--- config.mk ---
export PLATFORM = sky130hd
export DESIGN_NAME = hab_top
export DESIGN_NICKNAME = d
export VERILOG_FILES = /design/src/core/hab_top.v /design/src/core/hab_clkgen.v /design/src/core/hab_busacc.v
export VERILOG_INCLUDE_DIRS = /design/src /design/src/core
export SDC_FILE = /design/constraint.sdc
export NUM_CORES = 1
export LEC_CHECK = 0
export BUFFER_PORTS_ARGS = -buffer_cell sky130_fd_sc_hd__clkbuf_2
export CAP_MARGIN = 20
export CORE_MARGIN = 2
export CORE_UTILIZATION = 35
export DETAILED_ROUTE_END_ITERATION = 8
export RECOVER_POWER = 100
export SETUP_SLACK_MARGIN = 0.1
export SLEW_MARGIN = 20
export SYNTH_ARGS = -nofsm -noshare
export SYNTH_HDL_FRONTEND = slang
export SYNTH_SLANG_ARGS = --single-unit
export TNS_END_PERCENT = 20
--- constraint.sdc ---
create_clock -name i_mclk -period 6.22 [get_ports i_mclk]
set_input_delay 0.311 -clock i_mclk [delete_from_list [all_inputs] [get_ports i_mclk]]
set_output_delay 0.311 -clock i_mclk [all_outputs]
set_load 0.005 [all_outputs]
--- src/core/hab_consts.vh ---
// Shared constants for the HDLC auto-mode and bus access block
`ifndef HAB_CONSTS_VH
`define HAB_CONSTS_VH
// Register byte offsets
`define HAB_A_CTRL 8'h00
`define HAB_A_CMD 8'h04
`define HAB_A_STAT 8'h08
`define HAB_A_EVT 8'h0c
`define HAB_A_TIM 8'h10
`define HAB_A_BAUD 8'h14
// Control register bits
`define HAB_C_AUTO 0
`define HAB_C_TINT 1
`define HAB_C_LRNR 2
`define HAB_C_BUS 3
`define HAB_C_DPLL 4
`define HAB_C_EXT 5
`define HAB_C_W 6
// Command register bits
`define HAB_M_RHR 0
`define HAB_M_XI 1
`define HAB_M_XT 2
// Event register bits
`define HAB_E_XPR 0
`define HAB_E_XMR 1
`define HAB_E_TIN 2
`define HAB_E_RSC 3
`define HAB_E_PCE 4
`define HAB_E_W 5
// Timing control register fields
`define HAB_T_T1_HI 23
`define HAB_T_N1_LO 24
`define HAB_T_N1_HI 27
// Frame kinds and supervisory types
`define HAB_K_I 2'h0
`define HAB_K_S 2'h1
`define HAB_K_U 2'h2
`define HAB_S_RR 2'h0
`define HAB_S_RNR 2'h1
`define HAB_S_REJ 2'h2
// Reset values
`define HAB_CTRL_RST 6'h00
`define HAB_TIM_RST 28'h300_ffff
`define HAB_BAUD_RST 11'h000
// Bus access and clock generation counts
`define HAB_IDLE_NORM 4'h8
`define HAB_IDLE_LOW 4'ha
`define HAB_ONES_MAX 4'hf
`define HAB_COLL_LIM 6'h23
`define HAB_DPLL_LAST 4'hf
`define HAB_DPLL_MID 4'h8
`define HAB_BAUD_MAXK 11'h400
`endif

--- src/core/hab_top.v ---
// HDLC auto-mode link engine with bus access, clock generation and AHB-Lite registers
// Behaviour
// - Auto mode handles S and I frames itself, window one, checking sequence counters.
// - Unnumbered frames always go to the receive queue for the host.
// - Receiver reset command restarts the link procedure at any time.
// - S frames raise events on remote busy change or protocol error, and ready or repeat events when they end an outstanding I frame.
// - Out-of-sequence I frames are dropped silently and acknowledged by S response.
// - Local not-ready refuses I frames silently and answers with RNR.
// - I frames need internal timer; after sending, timer runs, queue blocked.
// - On t1 expiry send S command with poll, retry up to n1 times.
// - On acknowledge or poll end unblock queue and flag ready, repeat or timeout.
// - After RNR poll every t1 until ready, timeout event after n1 misses.
// - Transparent frames in any mode release queue at once with ready event.
// - Request-to-send lags data one bit, marking bits sent without collision.
// - Bus idle after eight ones; busy from own first opening zero.
// - Output idles at continuous ones after frames or without access.
// - Bit mismatch against bus aborts at once, sends ones, retries soon unless past the 35th frame byte.
// - After success need ten ones before next frame, then back to eight.
// - Reference clock is oscillator divided by 1, 2, 4, 6 up to 2048.
// - DPLL data clock is reference divided by 16, phased to received data.
// - Bus mode works with any clock mode, including external strobes.
// - Collision after 35th frame byte ends frame with repeat event.
//
// Decided for this implementation: the register offsets and register access over AHB-Lite.
`timescale 1ns/10ps
`include "hab_consts.vh"
module hab_top (
	// Clock and reset
	input wire i_mclk,
	input wire i_srst,
	// AHB-Lite slave
	input wire i_hsel,
	input wire [31:0] i_haddr,
	input wire [1:0] i_htrans,
	input wire i_hwrite,
	input wire [2:0] i_hsize,
	input wire [31:0] i_hwdata,
	input wire i_hready,
	output reg [31:0] o_hrdata,
	output reg o_hreadyout,
	output reg o_hresp,
	// Decoded received frame
	input wire i_rx_valid,
	input wire [1:0] i_rx_kind,
	input wire [1:0] i_rx_stype,
	input wire [2:0] i_rx_ns,
	input wire [2:0] i_rx_nr,
	input wire i_rx_pf,
	input wire i_rx_cmd,
	input wire i_rx_info,
	output reg o_rxq_push,
	output reg o_rxq_drop,
	output reg o_rx_reset,
	// Frame build requests
	output reg o_s_req,
	output reg [1:0] o_s_type,
	output reg [2:0] o_s_nr,
	output reg o_s_pf,
	output reg o_s_cmd,
	output reg o_i_req,
	output reg [2:0] o_i_ns,
	output reg [2:0] o_i_nr,
	output reg o_t_req,
	output reg o_transmit_queue_blocked,
	input wire i_tx_done,
	// Serial bit source
	input wire i_txb_valid,
	input wire i_txb_data,
	input wire i_txb_last,
	output wire o_txb_take,
	output wire o_txb_restart,
	output wire o_txb_flush,
	output wire o_txb_done,
	// Line and clocks
	input wire i_rxd,
	input wire i_ext_strobe,
	input wire i_bus_feedback_in,
	output wire o_serial_data_out,
	output wire o_request_to_send_out,
	output wire o_bus_busy,
	output wire o_ref_clk_en,
	output wire o_bit_clk_en
);

localparam ST_IDLE = 2'h0;
localparam ST_WACK = 2'h1;
localparam ST_POLL = 2'h2;
localparam ST_RBSY = 2'h3;

function [2:0] inc3;
	input [2:0] v;
	begin
		inc3 = v + 3'h1;
	end
endfunction

////////////////////////////////////////////////////////////////////////////////
// Register bus

reg wr_reg;
reg rd_reg;
reg [7:0] adr_reg;
reg [`HAB_C_W-1:0] ctrl_reg;
reg [27:0] timing_control_reg;
reg [10:0] baud_divider_reg;
reg [`HAB_E_W-1:0] evt_reg;
reg [`HAB_E_W-1:0] evp_reg;
reg [1:0] state_reg;
reg [2:0] vs_reg;
reg [2:0] vr_reg;
reg rbusy_reg;
reg out_reg;
reg pend_i_reg;
reg pend_t_reg;
reg [23:0] tmr_reg;
reg [3:0] try_reg;
reg [31:0] rdata;
wire acc = i_hsel & i_htrans[1] & i_hready;
wire cmd_w = wr_reg & (adr_reg == `HAB_A_CMD);
wire cmd_rhr = cmd_w & i_hwdata[`HAB_M_RHR];
wire cmd_xi = cmd_w & i_hwdata[`HAB_M_XI];
wire cmd_xt = cmd_w & i_hwdata[`HAB_M_XT];
wire [`HAB_E_W-1:0] evt_clr = (wr_reg & (adr_reg == `HAB_A_EVT)) ?
	i_hwdata[`HAB_E_W-1:0] : {`HAB_E_W{1'b0}};
wire bus_xmr;

always @*
begin
	rdata = 32'h0000_0000;
	case (adr_reg)
	`HAB_A_CTRL: rdata[`HAB_C_W-1:0] = ctrl_reg;
	`HAB_A_STAT: rdata[12:0] = {o_transmit_queue_blocked, pend_i_reg, pend_t_reg, rbusy_reg,
		out_reg, state_reg, vr_reg, vs_reg};
	`HAB_A_EVT: rdata[`HAB_E_W-1:0] = evt_reg;
	`HAB_A_TIM: rdata[27:0] = timing_control_reg;
	`HAB_A_BAUD: rdata[10:0] = baud_divider_reg;
	default: rdata = 32'h0000_0000;
	endcase
end

// Reads take one wait state so a preceding write is always visible
always @(posedge i_mclk)
begin
	if (i_srst)
	begin
		wr_reg <= 1'b0;
		rd_reg <= 1'b0;
		adr_reg <= 8'h00;
		o_hrdata <= 32'h0000_0000;
		o_hreadyout <= 1'b1;
		o_hresp <= 1'b0;
		ctrl_reg <= `HAB_CTRL_RST;
		timing_control_reg <= `HAB_TIM_RST;
		baud_divider_reg <= `HAB_BAUD_RST;
		evt_reg <= {`HAB_E_W{1'b0}};
	end
	else
	begin
		o_hresp <= 1'b0;
		wr_reg <= acc & i_hwrite;
		rd_reg <= acc & ~i_hwrite;
		if (acc)
			adr_reg <= i_haddr[7:0];
		if (rd_reg)
		begin
			o_hrdata <= rdata;
			o_hreadyout <= 1'b1;
		end
		else if (acc & ~i_hwrite)
			o_hreadyout <= 1'b0;
		if (wr_reg)
		begin
			case (adr_reg)
			`HAB_A_CTRL: ctrl_reg <= i_hwdata[`HAB_C_W-1:0];
			`HAB_A_TIM: timing_control_reg <= i_hwdata[27:0];
			`HAB_A_BAUD: baud_divider_reg <= i_hwdata[10:0];
			default: ctrl_reg <= ctrl_reg;
			endcase
		end
		// A new event wins over a clear in the same cycle
		evt_reg <= (evt_reg & ~evt_clr) | evp_reg;
	end
end

////////////////////////////////////////////////////////////////////////////////
// Link procedure

wire auto = ctrl_reg[`HAB_C_AUTO];
wire lrnr = ctrl_reg[`HAB_C_LRNR];
wire [23:0] t1 = timing_control_reg[`HAB_T_T1_HI:0];
wire [3:0] n1 = timing_control_reg[`HAB_T_N1_HI:`HAB_T_N1_LO];
wire rx_s = i_rx_valid & auto & (i_rx_kind == `HAB_K_S);
wire rx_i = i_rx_valid & auto & (i_rx_kind == `HAB_K_I);
wire rx_q = i_rx_valid & (~auto | (i_rx_kind == `HAB_K_U));
wire nr_ack = out_reg & (i_rx_nr == inc3(vs_reg));
wire nr_bad = (i_rx_nr != vs_reg) & ~nr_ack;
wire [1:0] my_type = lrnr ? `HAB_S_RNR : `HAB_S_RR;
wire s_busy = (i_rx_stype == `HAB_S_RNR);

always @(posedge i_mclk)
begin
	if (i_srst)
	begin
		evp_reg <= {`HAB_E_W{1'b0}};
		state_reg <= ST_IDLE;
		vs_reg <= 3'h0;
		vr_reg <= 3'h0;
		rbusy_reg <= 1'b0;
		out_reg <= 1'b0;
		pend_i_reg <= 1'b0;
		pend_t_reg <= 1'b0;
		tmr_reg <= 24'h00_0000;
		try_reg <= 4'h0;
		o_rxq_push <= 1'b0;
		o_rxq_drop <= 1'b0;
		o_rx_reset <= 1'b0;
		o_s_req <= 1'b0;
		o_s_type <= `HAB_S_RR;
		o_s_nr <= 3'h0;
		o_s_pf <= 1'b0;
		o_s_cmd <= 1'b0;
		o_i_req <= 1'b0;
		o_i_ns <= 3'h0;
		o_i_nr <= 3'h0;
		o_t_req <= 1'b0;
		o_transmit_queue_blocked <= 1'b0;
	end
	else
	begin
		evp_reg <= {`HAB_E_W{1'b0}};
		o_rxq_push <= 1'b0;
		o_rxq_drop <= 1'b0;
		o_s_req <= 1'b0;
		o_i_req <= 1'b0;
		o_t_req <= 1'b0;
		o_rx_reset <= cmd_rhr;
		o_s_nr <= vr_reg;
		if (cmd_rhr)
		begin
			state_reg <= ST_IDLE;
			vs_reg <= 3'h0;
			vr_reg <= 3'h0;
			rbusy_reg <= 1'b0;
			out_reg <= 1'b0;
			pend_i_reg <= 1'b0;
			o_transmit_queue_blocked <= pend_t_reg;
		end
		else
		begin
			// Host transmit commands
			if (cmd_xi & auto & ctrl_reg[`HAB_C_TINT] & ~o_transmit_queue_blocked &
				(state_reg == ST_IDLE))
			begin
				o_i_req <= 1'b1;
				o_i_ns <= vs_reg;
				o_i_nr <= vr_reg;
				pend_i_reg <= 1'b1;
				o_transmit_queue_blocked <= 1'b1;
			end
			else if (cmd_xt & ~o_transmit_queue_blocked)
			begin
				o_t_req <= 1'b1;
				pend_t_reg <= 1'b1;
				o_transmit_queue_blocked <= 1'b1;
			end
			if (i_tx_done & pend_t_reg)
			begin
				pend_t_reg <= 1'b0;
				o_transmit_queue_blocked <= 1'b0;
				evp_reg[`HAB_E_XPR] <= 1'b1;
			end
			else if (i_tx_done & pend_i_reg)
			begin
				pend_i_reg <= 1'b0;
				out_reg <= 1'b1;
				state_reg <= ST_WACK;
				tmr_reg <= t1;
				try_reg <= 4'h0;
			end
			if (bus_xmr)
			begin
				pend_t_reg <= 1'b0;
				pend_i_reg <= 1'b0;
				o_transmit_queue_blocked <= 1'b0;
				evp_reg[`HAB_E_XMR] <= 1'b1;
			end
			// Timer and poll cycle
			if (state_reg != ST_IDLE)
			begin
				if (tmr_reg != 24'h00_0000)
					tmr_reg <= tmr_reg - 24'h00_0001;
				else if (try_reg == n1)
				begin
					state_reg <= ST_IDLE;
					out_reg <= 1'b0;
					o_transmit_queue_blocked <= 1'b0;
					evp_reg[`HAB_E_TIN] <= 1'b1;
				end
				else
				begin
					try_reg <= try_reg + 4'h1;
					tmr_reg <= t1;
					if (state_reg == ST_WACK)
						state_reg <= ST_POLL;
					o_s_req <= 1'b1;
					o_s_type <= my_type;
					o_s_pf <= 1'b1;
					o_s_cmd <= 1'b1;
				end
			end
			// Received frames
			if (rx_q)
				o_rxq_push <= 1'b1;
			if ((rx_s | rx_i) & (nr_bad | (rx_s & i_rx_info)))
			begin
				evp_reg[`HAB_E_PCE] <= 1'b1;
				o_rxq_drop <= rx_i;
			end
			else if (rx_s | rx_i)
			begin
				if (nr_ack)
				begin
					vs_reg <= inc3(vs_reg);
					out_reg <= 1'b0;
					state_reg <= ST_IDLE;
					o_transmit_queue_blocked <= 1'b0;
					evp_reg[`HAB_E_XPR] <= 1'b1;
				end
				else if (out_reg & rx_s & ((i_rx_stype == `HAB_S_REJ) |
					((state_reg == ST_POLL) & ~i_rx_cmd & i_rx_pf)))
				begin
					out_reg <= 1'b0;
					state_reg <= ST_IDLE;
					o_transmit_queue_blocked <= 1'b0;
					evp_reg[`HAB_E_XMR] <= 1'b1;
				end
				if (rx_s)
				begin
					if (s_busy != rbusy_reg)
						evp_reg[`HAB_E_RSC] <= 1'b1;
					if (i_rx_stype != `HAB_S_REJ)
						rbusy_reg <= s_busy;
					if (s_busy)
					begin
						state_reg <= ST_RBSY;
						tmr_reg <= t1;
						try_reg <= 4'h0;
					end
					else if (state_reg == ST_RBSY)
						state_reg <= (out_reg & ~nr_ack) ? ST_WACK : ST_IDLE;
					if (i_rx_cmd & i_rx_pf)
					begin
						o_s_req <= 1'b1;
						o_s_type <= my_type;
						o_s_pf <= 1'b1;
						o_s_cmd <= 1'b0;
					end
				end
				else
				begin
					o_s_req <= 1'b1;
					o_s_cmd <= 1'b0;
					o_s_pf <= i_rx_pf & i_rx_cmd;
					if (lrnr)
					begin
						o_rxq_drop <= 1'b1;
						o_s_type <= `HAB_S_RNR;
					end
					else if (i_rx_ns != vr_reg)
					begin
						o_rxq_drop <= 1'b1;
						o_s_type <= `HAB_S_RR;
					end
					else
					begin
						vr_reg <= inc3(vr_reg);
						o_s_nr <= inc3(vr_reg);
						o_rxq_push <= 1'b1;
						o_s_type <= `HAB_S_RR;
					end
				end
			end
		end
	end
end

////////////////////////////////////////////////////////////////////////////////
// Clock generation and bus access

wire bit_en;

hab_clkgen u_clk (
	.i_mclk(i_mclk),
	.i_srst(i_srst),
	.i_ratio_k(baud_divider_reg),
	.i_dpll(ctrl_reg[`HAB_C_DPLL]),
	.i_ext(ctrl_reg[`HAB_C_EXT]),
	.i_ext_strobe(i_ext_strobe),
	.i_rxd(i_rxd),
	.o_ref_en(o_ref_clk_en),
	.o_bit_en(bit_en)
);

assign o_bit_clk_en = bit_en;
assign o_txb_flush = bus_xmr;

hab_busacc u_bus (
	.i_mclk(i_mclk),
	.i_srst(i_srst),
	.i_bit_en(bit_en),
	.i_bus_mode(ctrl_reg[`HAB_C_BUS]),
	.i_txb_valid(i_txb_valid),
	.i_txb_data(i_txb_data),
	.i_txb_last(i_txb_last),
	.o_take(o_txb_take),
	.o_restart(o_txb_restart),
	.o_flush(bus_xmr),
	.o_done(o_txb_done),
	.i_bus_fb(i_bus_feedback_in),
	.o_txd(o_serial_data_out),
	.o_rts(o_request_to_send_out),
	.o_busy(o_bus_busy)
);

endmodule

--- src/core/hab_clkgen.v ---
// Baud rate divider and DPLL data clock enable generator
`timescale 1ns/10ps
`include "hab_consts.vh"
module hab_clkgen (
	// Clock and reset
	input wire i_mclk,
	input wire i_srst,
	// Configuration
	input wire [10:0] i_ratio_k,
	input wire i_dpll,
	input wire i_ext,
	input wire i_ext_strobe,
	// Received line data for phase alignment
	input wire i_rxd,
	// Clock enables
	output reg o_ref_en,
	output reg o_bit_en
);

reg [11:0] div_reg;
reg [3:0] ph_reg;
reg rxd_reg;
wire [10:0] k_sat = (i_ratio_k > `HAB_BAUD_MAXK) ? `HAB_BAUD_MAXK : i_ratio_k;
// Ratio 1 for k of zero, otherwise 2k, with k held at 1024 at most
wire [11:0] lim = (k_sat == 11'h000) ? 12'h000 : ({k_sat, 1'b0} - 12'h001);
wire ref_tick = (div_reg >= lim);
wire edge_seen = i_rxd ^ rxd_reg;

always @(posedge i_mclk)
begin
	if (i_srst)
	begin
		div_reg <= 12'h000;
		ph_reg <= 4'h0;
		rxd_reg <= 1'b1;
		o_ref_en <= 1'b0;
		o_bit_en <= 1'b0;
	end
	else
	begin
		rxd_reg <= i_rxd;
		div_reg <= ref_tick ? 12'h000 : div_reg + 12'h001;
		o_ref_en <= ref_tick;
		// Realign mid-bit on each data edge; jitter filtering is left to the receiver
		if (i_dpll & edge_seen)
			ph_reg <= `HAB_DPLL_MID;
		else if (ref_tick)
			ph_reg <= ph_reg + 4'h1;
		if (i_ext)
			o_bit_en <= i_ext_strobe;
		else if (i_dpll)
			o_bit_en <= ref_tick & (ph_reg == `HAB_DPLL_LAST) & ~edge_seen;
		else
			o_bit_en <= ref_tick;
	end
end

endmodule

--- src/core/hab_busacc.v ---
// Serial bus access engine with collision detection and rotating priority
`timescale 1ns/10ps
`include "hab_consts.vh"
module hab_busacc (
	// Clock and reset
	input wire i_mclk,
	input wire i_srst,
	input wire i_bit_en,
	input wire i_bus_mode,
	// Bit source from the frame transmitter
	input wire i_txb_valid,
	input wire i_txb_data,
	input wire i_txb_last,
	output reg o_take,
	output reg o_restart,
	output reg o_flush,
	output reg o_done,
	// Line
	input wire i_bus_fb,
	output reg o_txd,
	output reg o_rts,
	output reg o_busy
);

reg ones_reg_v;
reg [3:0] ones_reg;
reg low_reg;
reg tx_reg;
reg sent_reg;
reg chk_reg;
reg last_reg;
reg [2:0] bit_reg;
reg [5:0] byte_reg;
wire [3:0] need = low_reg ? `HAB_IDLE_LOW : `HAB_IDLE_NORM;
wire idle = (ones_reg >= need);
// Feedback relies on a wired-OR bus with zero dominant and a shared clock
wire coll = i_bus_mode & chk_reg & (i_bus_fb != sent_reg);

always @(posedge i_mclk)
begin
	if (i_srst)
	begin
		ones_reg <= 4'h0;
		low_reg <= 1'b0;
		tx_reg <= 1'b0;
		sent_reg <= 1'b1;
		chk_reg <= 1'b0;
		last_reg <= 1'b0;
		bit_reg <= 3'h0;
		byte_reg <= 6'h00;
		o_take <= 1'b0;
		o_restart <= 1'b0;
		o_flush <= 1'b0;
		o_done <= 1'b0;
		o_txd <= 1'b1;
		o_rts <= 1'b0;
		o_busy <= 1'b0;
	end
	else
	begin
		o_take <= 1'b0;
		o_restart <= 1'b0;
		o_flush <= 1'b0;
		o_done <= 1'b0;
		if (i_bit_en)
		begin
			// Count consecutive ones seen on the bus
			if (!i_bus_fb)
				ones_reg <= 4'h0;
			else if (ones_reg != `HAB_ONES_MAX)
				ones_reg <= ones_reg + 4'h1;
			// Strobe marks each bit that went out without collision, one period late
			o_rts <= tx_reg & chk_reg & ~coll;
			if (tx_reg)
			begin
				if (coll)
				begin
					tx_reg <= 1'b0;
					chk_reg <= 1'b0;
					o_txd <= 1'b1;
					o_busy <= 1'b0;
					// Address fields differ, so early collisions are the normal case
					if (byte_reg > `HAB_COLL_LIM)
						o_flush <= 1'b1;
					else
						o_restart <= 1'b1;
				end
				else if (chk_reg & last_reg)
				begin
					tx_reg <= 1'b0;
					chk_reg <= 1'b0;
					o_txd <= 1'b1;
					o_busy <= 1'b0;
					o_done <= 1'b1;
					low_reg <= i_bus_mode;
				end
				else if (i_txb_valid)
				begin
					o_txd <= i_txb_data;
					sent_reg <= i_txb_data;
					chk_reg <= 1'b1;
					last_reg <= i_txb_last;
					o_take <= 1'b1;
					o_busy <= o_busy | ~i_txb_data;
					bit_reg <= bit_reg + 3'h1;
					if ((bit_reg == 3'h7) && (byte_reg != 6'h3f))
						byte_reg <= byte_reg + 6'h01;
				end
				else
				begin
					chk_reg <= 1'b0;
					o_txd <= 1'b1;
				end
			end
			else if (i_txb_valid & (~i_bus_mode | idle))
			begin
				tx_reg <= 1'b1;
				low_reg <= 1'b0;
				o_txd <= i_txb_data;
				sent_reg <= i_txb_data;
				chk_reg <= 1'b1;
				last_reg <= i_txb_last;
				o_take <= 1'b1;
				o_busy <= ~i_txb_data;
				bit_reg <= 3'h1;
				byte_reg <= 6'h00;
			end
			else
				o_txd <= 1'b1;
		end
	end
end

endmodule

Word-level counts from Yosys, hierarchy flattened
Index checks and enable logic that the tools add are counted.
Widths: inputs -> output; s select.
Word-level totals
  flip-flop bits (word level): 198
  bits of input ports: 95
Cells by class
  $add $sub $neg: 10
  $lt $le $gt $ge: 4
  equality and inequality tests: 31
  mux-type cells: 181
  bitwise operators: 65
  reductions and logical operators: 34
Operators with widths (count)
  $mux 24: 9
  $mux 1: 111
  $mux 4: 13
  $mux 2: 23
  $and 1x1->1: 39
  $mux 6: 6
  $mux 3: 11
  $pmux 5 s5: 1
  $reduce_bool 24->1: 1
  $sub 24x1->24 const B: 1
  $eq 8x4->1 const B: 2
  $eq 8x5->1 const B: 2
  $not 1->1: 16
  $mux 15: 1
  $pmux 5 s3: 1
  $add 12x1->12 const B: 1
  $add 4x1->4 const B: 3
  $ge 12x12->1: 1
  $mux 12: 1
  $ne 2x2->1 const B: 6
  $reduce_and 2->1: 6
  $reduce_or 4->1: 3
  $sub 12x1->12 const B: 1
  $gt 11x11->1 const B: 1
  other kinds (39): 65

Longest topological paths before layout
  word-level depth: 18
  mapped depth: 15
  gate-level depth less buffers: 13

Hierarchy
Synthesis repeated with hierarchy kept, for this count alone.
Unflattened totals
  cell total of the unflattened synthesis: 1235
  area, all modules: 10040.9 um^2
By module, submodules not included
  hab_top: instances 1, cells an instance 927, area an instance 7467.2 um^2, sequential area each 3083.0 um^2
  hab_clkgen: instances 1, cells an instance 170, area an instance 1345.0 um^2, sequential area each 380.4 um^2
  hab_busacc: instances 1, cells an instance 138, area an instance 1228.7 um^2, sequential area each 500.5 um^2

Least setup slack after synthesis
OpenSTA, ideal clock, no wires.
  path type: reg-to-reg
  start: reg baud_divider_reg[10]
  end: reg u_clk.div_reg[11]
  setup time: 128 ps
  data arrival time: 2889 ps
  data required time: 6092 ps
  path slack: 3203 ps
  stages on the path, launching flop included: 15
  buffers on the path: 2
  cell sequence: dfxtp_1 > clkbuf_1 > nand2b_1 > ha_1 > o21ai_0 > nor2_1 > xnor2_1 > nand2_1 > ha_1 > nand2_1 > nor4_1 > nand2_1 > nand3_1 > clkbuf_1 > nor2_1
Between the ends
  word-level cells in the longest chain between the ends: 6
  elaborated cells between the ends (all ways): 7
RTL lines
  from (decl): line hab_top.v:105  | reg [10:0] baud_divider_reg;
  from (signal assigned): line hab_top.v:154  | baud_divider_reg <= `HAB_BAUD_RST;
  from (signal assigned): line hab_top.v:176  | `HAB_A_BAUD: baud_divider_reg <= i_hwdata[10:0];
  $gt 11x11->1 (no line)
  $mux 11 *: line hab_clkgen.v:23  | wire [10:0] k_sat = (i_ratio_k > `HAB_BAUD_MAXK) ? `HAB_BAUD_MAXK : i_ratio_k;
  $sub 12x1->12 or $logic_not 11->1 (tied branches): line hab_clkgen.v:25  | wire [11:0] lim = (k_sat == 11'h000) ? 12'h000 : ({k_sat, 1'b0} - 12'h001);
  $mux 12 *: line hab_clkgen.v:25
  $ge 12x12->1 *: line hab_clkgen.v:26  | wire ref_tick = (div_reg >= lim);
  $reduce_or 2->1 (no line) *
  to (signal assigned): line hab_clkgen.v:42  | div_reg <= ref_tick ? 12'h000 : div_reg + 12'h001;
  to (decl): line hab_clkgen.v:20  | reg [11:0] div_reg;
Mark *: on every way between the ends. The rest lies on a longest branch, timed or not.
A chain may end at the register's enable or synchronous reset.

==> results.py <==
metrics = {
    "logic_synthesis": {
        "synth.ff_latch_count": 198,
        "post_synthesis_xor_xnor_area_fraction_pct": 4.30,
        "synth-edff-count": 0,
        "synthDistinctLibCells": 76,
        "predominant_post_synthesis_flop_cell": "dfxtp_1",
        "yosys-mux-area-fraction_pct": 3.87,
        "synthesis.instances": 1227,
        "most_frequent_cell_after_synthesis": "nand2_1",
        "synth_top_area_cell": "dfxtp_1",
        "synth_simple_gate_area_share_pct": 26.8,
        "synthesis.yosys.warnings": 0,
        "commonest_cells_in_the_synthesized_netlist": "nand2_1 (209), dfxtp_1 (198), nor2_1 (110)",
        "synthTopCellsByArea": "dfxtp_1 (40%), nand2_1 (7.9%), a21oi_1 (4.6%)",
        "synth_top_area_share_pct": 40.0,
        "synth_async_sr_flop_share_pct": 0,
        "synth_fa_ha_area_share_pct": 3.15,
        "ys_seq_area_share_pct": 40.0,
        "synthesis.area_sq_um": 9920,
        "synth_top_family_by_area": "simple AND/OR/NAND/NOR gates",
        "synth-compound-area-share_pct": 17.8,
        "avgSynthCellArea_sq_um": 8.08,
    },
    "global_routing": {
        "grt_usage_pct": 19.5,
        "globalRoute.totalOverflow": 0,
        "maximum_number_of_pins_on_one_net_before_global_route_repair": 50,
        "global_route_wire_length_before_repair_um": 45800,
        "first_global_vias": 8532,
        "grt_antenna_before_repair": 0,
    },
    "placed_design": {
        "gpl.final_weighted_congestion": 0.840,
        "detailedPlacementHpwl_um": 20300,
        "buffer_ports.inserted": 120,
    },
    "timing": {
        "drv_slew": 128,
        "tightestPinTransition_ps": 2460,
        "timing.final.setup_violations": 0,
        "fin_tns_setup_ps": 0,
        "fin_worst_skew_ps": 16.6,
        "finalWorstPathRequiredPeriod_ps": 4600,
        "max_freq_mhz": 218,
        "rsz0062_at_grt": "false",
        "final-hold-violation-count": 0,
        "slew_headroom_pct": -63.9,
        "layout_worst_path_cycle_share_pct": 73.9,
    },
    "status": {
        "violations_in_the_final_reports": "capacitance limit, slew limit",
        "status": "finished, violations left",
    },
    "cts": {
        "tritoncts": "done",
        "clk_transition_reported_paths_ps": 80,
        "ctsResizeCount": 0,
        "cts_inserted_buffers": 17,
        "post-cts-setup-buffers": 0,
        "cts-htree-levels": 4,
        "cts_hold_buffers": 0,
        "clock-sinks": 198,
        "root_buffer": "clkbuf_16",
        "insertion_delay_ps": 450,
        "clock_tree.buffer_depth": 2,
    },
    "drt": {
        "drtIter0Drc": 774,
        "vias": 9145,
        "route.antenna.remaining_nets": 0,
        "avgViaCountPerCell": 5.39,
        "first_pass_iters": 5,
        "totalWireLength_um": 28500,
        "wl_per_cell_um": 16.8,
        "drc_errors": 0,
    },
    "pwr": {
        "sw_frac_of_total_pct": 25.0,
        "cellPowerDensity_nw_per_um2": 233,
        "power.combinational.fraction_pct": 4.5,
        "leakage_nw": 4.46,
        "vdd_ir_max_mv": 0.173,
        "internal_power_w": 0.00198,
        "pwr-share-seq_pct": 49.0,
        "p_total_w": 0.00264,
        "total_switching_power_w": 0.000660,
        "p_clk_share_pct": 46.6,
    },
    "setup_path": {
        "path_cells": "buf_2, clkbuf_1, clkbuf_1, nor2_1, buf_4, a22o_1",
        "critical_path.startpoint_type": "primary input",
        "crit_required_ps": 6560,
        "worst_path_max_delay_cell": "clkbuf_1",
        "worstPathArrival_ps": 4930,
        "worst_path_largest_cell_delay_ps": 1840,
        "critical_path.n_buffers_inverters": 4,
        "crit_fanout": 49,
        "critPathTopFamily": "buffers and inverters",
        "critPathKind": "in -> reg",
        "critical_path.endpoint_type": "flop",
        "cpMostUsedCell": "clkbuf_1",
    },
    "final_layout": {
        "fraction_of_final_layout_cells_with_drive_strength_greater_than_1_pct": 10.6,
        "nets": 1425,
        "insertedDiodeCount": 0,
        "final_util_pct": 40.7,
        "area_growth_pct": 14.4,
    },
    "floorplanning": {
        "core-area_sq_um": 27900,
        "initial_utilization_pct": 35.6,
        "die_area_sq_um": 29700,
        "floorplan.rows": 61,
        "ioPinCount": 158,
        "die-width_um": 172,
        "dieHeight_um": 172,
    },
    "worst_hold_path": {
        "worstHoldPathType": "in -> reg",
    },
    "run": {
        "drv.max_cap_violation_count": 3,
    },
}
[worst register-to-register path: stages (launching register included)]
cell	delay, ps
dfxtp_1	370
nor3_1	420
nand3_1	190
o31ai_1	470
o311a_1	240
o21ai_0	110
ha_1	360
nand4_1	90
nor4_1	450
nand2_1	260
and2_0	300
o41ai_1	350
[power groups by stage]
| stage | sequential [W] | combinational [W] | clock [W] |
|---|---|---|---|
| CTS | 0.00129 | 0.000119 | 0.00125 |
| floorplan | 0.00132 | 0.0000750 | 0 |
| detailed placement | 0.00132 | 0.000119 | 0 |
| global route | 0.00130 | 0.000130 | 0.00130 |
| global placement | 0.00132 | 0.000118 | 0 |
| finish | 0.00129 | 0.000118 | 0.00123 |
[path summary, 6_finish.rpt]
check / from / endpoint / slack (ps) / depth (start not counted)
max: i_srst / o_hrdata[22] / 1620 / 6
min: i_hwrite / rd_reg / 50 / 2
max reg2reg: baud_divider_reg[2] / u_clk.o_bit_en / 2490 / 11
min reg2reg: evp_reg[1] / evt_reg[1] / 450 / 2
[cells in the final DEF, fill, tap and decap left out, types with 13 or more instances in the layout]
master / Yosys / layout
a22o_1: 20 / 20
a21oi_1: 91 / 91
nor4_1: 13 / 13
xor2_1: 21 / 21
xnor2_1: 25 / 25
nand2_1: 209 / 209
a211oi_1: 16 / 16
nand3_1: 76 / 76
nor3_1: 33 / 34
ha_1: 25 / 25
o21ai_1: 22 / 18
clkbuf_2: 0 / 78
inv_1: 18 / 18
clkbuf_16: 0 / 17
nand4_1: 18 / 18
nor2_1: 110 / 110
o21ai_0: 30 / 34
clkbuf_1: 53 / 46
and3_1: 15 / 15
dfxtp_1: 198 / 198
mux2i_1: 35 / 35
[per-layer routing]
layer / vias to the layer above / global-route usage [%] / share of wire (%)
li1: 4522 / - / -
met1: 4303 / 27.8 / 48
met2: 287 / 29.7 / 43
met3: 33 / 3.46 / 6.4
met4: 0 / 6.32 / 2.0
met5: - / 0 / 0
[cells by family (layout without fill, tap and decap cells)]
group,count (synthesis),count (layout)
flip-flops,198,198
AND/OR/NAND/NOR,551,551
other,1,5
XOR/XNOR,47,47
buffers and inverters,96,183
adder cells (fa/ha/maj),25,25
AO/OA/AOI/OAI,271,271
multiplexers,38,38
[metrics by stage]
| stage | instance area, sq um | setup slack (ps) | cells | hold slack (ps) |
|---|---|---|---|---|
| detailed placement | 10800 | 2710 | 1664 | 432 |
| floorplan | 9930 | 3200 | 1231 | 388 |
| finish | 11300 | 1620 | 1696 | 54.4 |
| CTS | 11400 | 2650 | 1696 | 36.6 |
| global route | 11300 | 1260 | 1696 | 54.8 |
| global placement | 10800 | 2700 | 1664 | 422 |
[layout make-up]
cell class / count / area [sq um]
Sequential cell: 198 / 3960
Tap cell: 378 / 473
Fill cell: 2884 / 16500
Clock buffer: 17 / 425
Timing Repair Buffer: 133 / 628
Clock inverter: 15 / 231
Multi-Input combinational cell: 937 / 5560
Inverter: 18 / 67.6
Power figures use the tool's default switching activity.
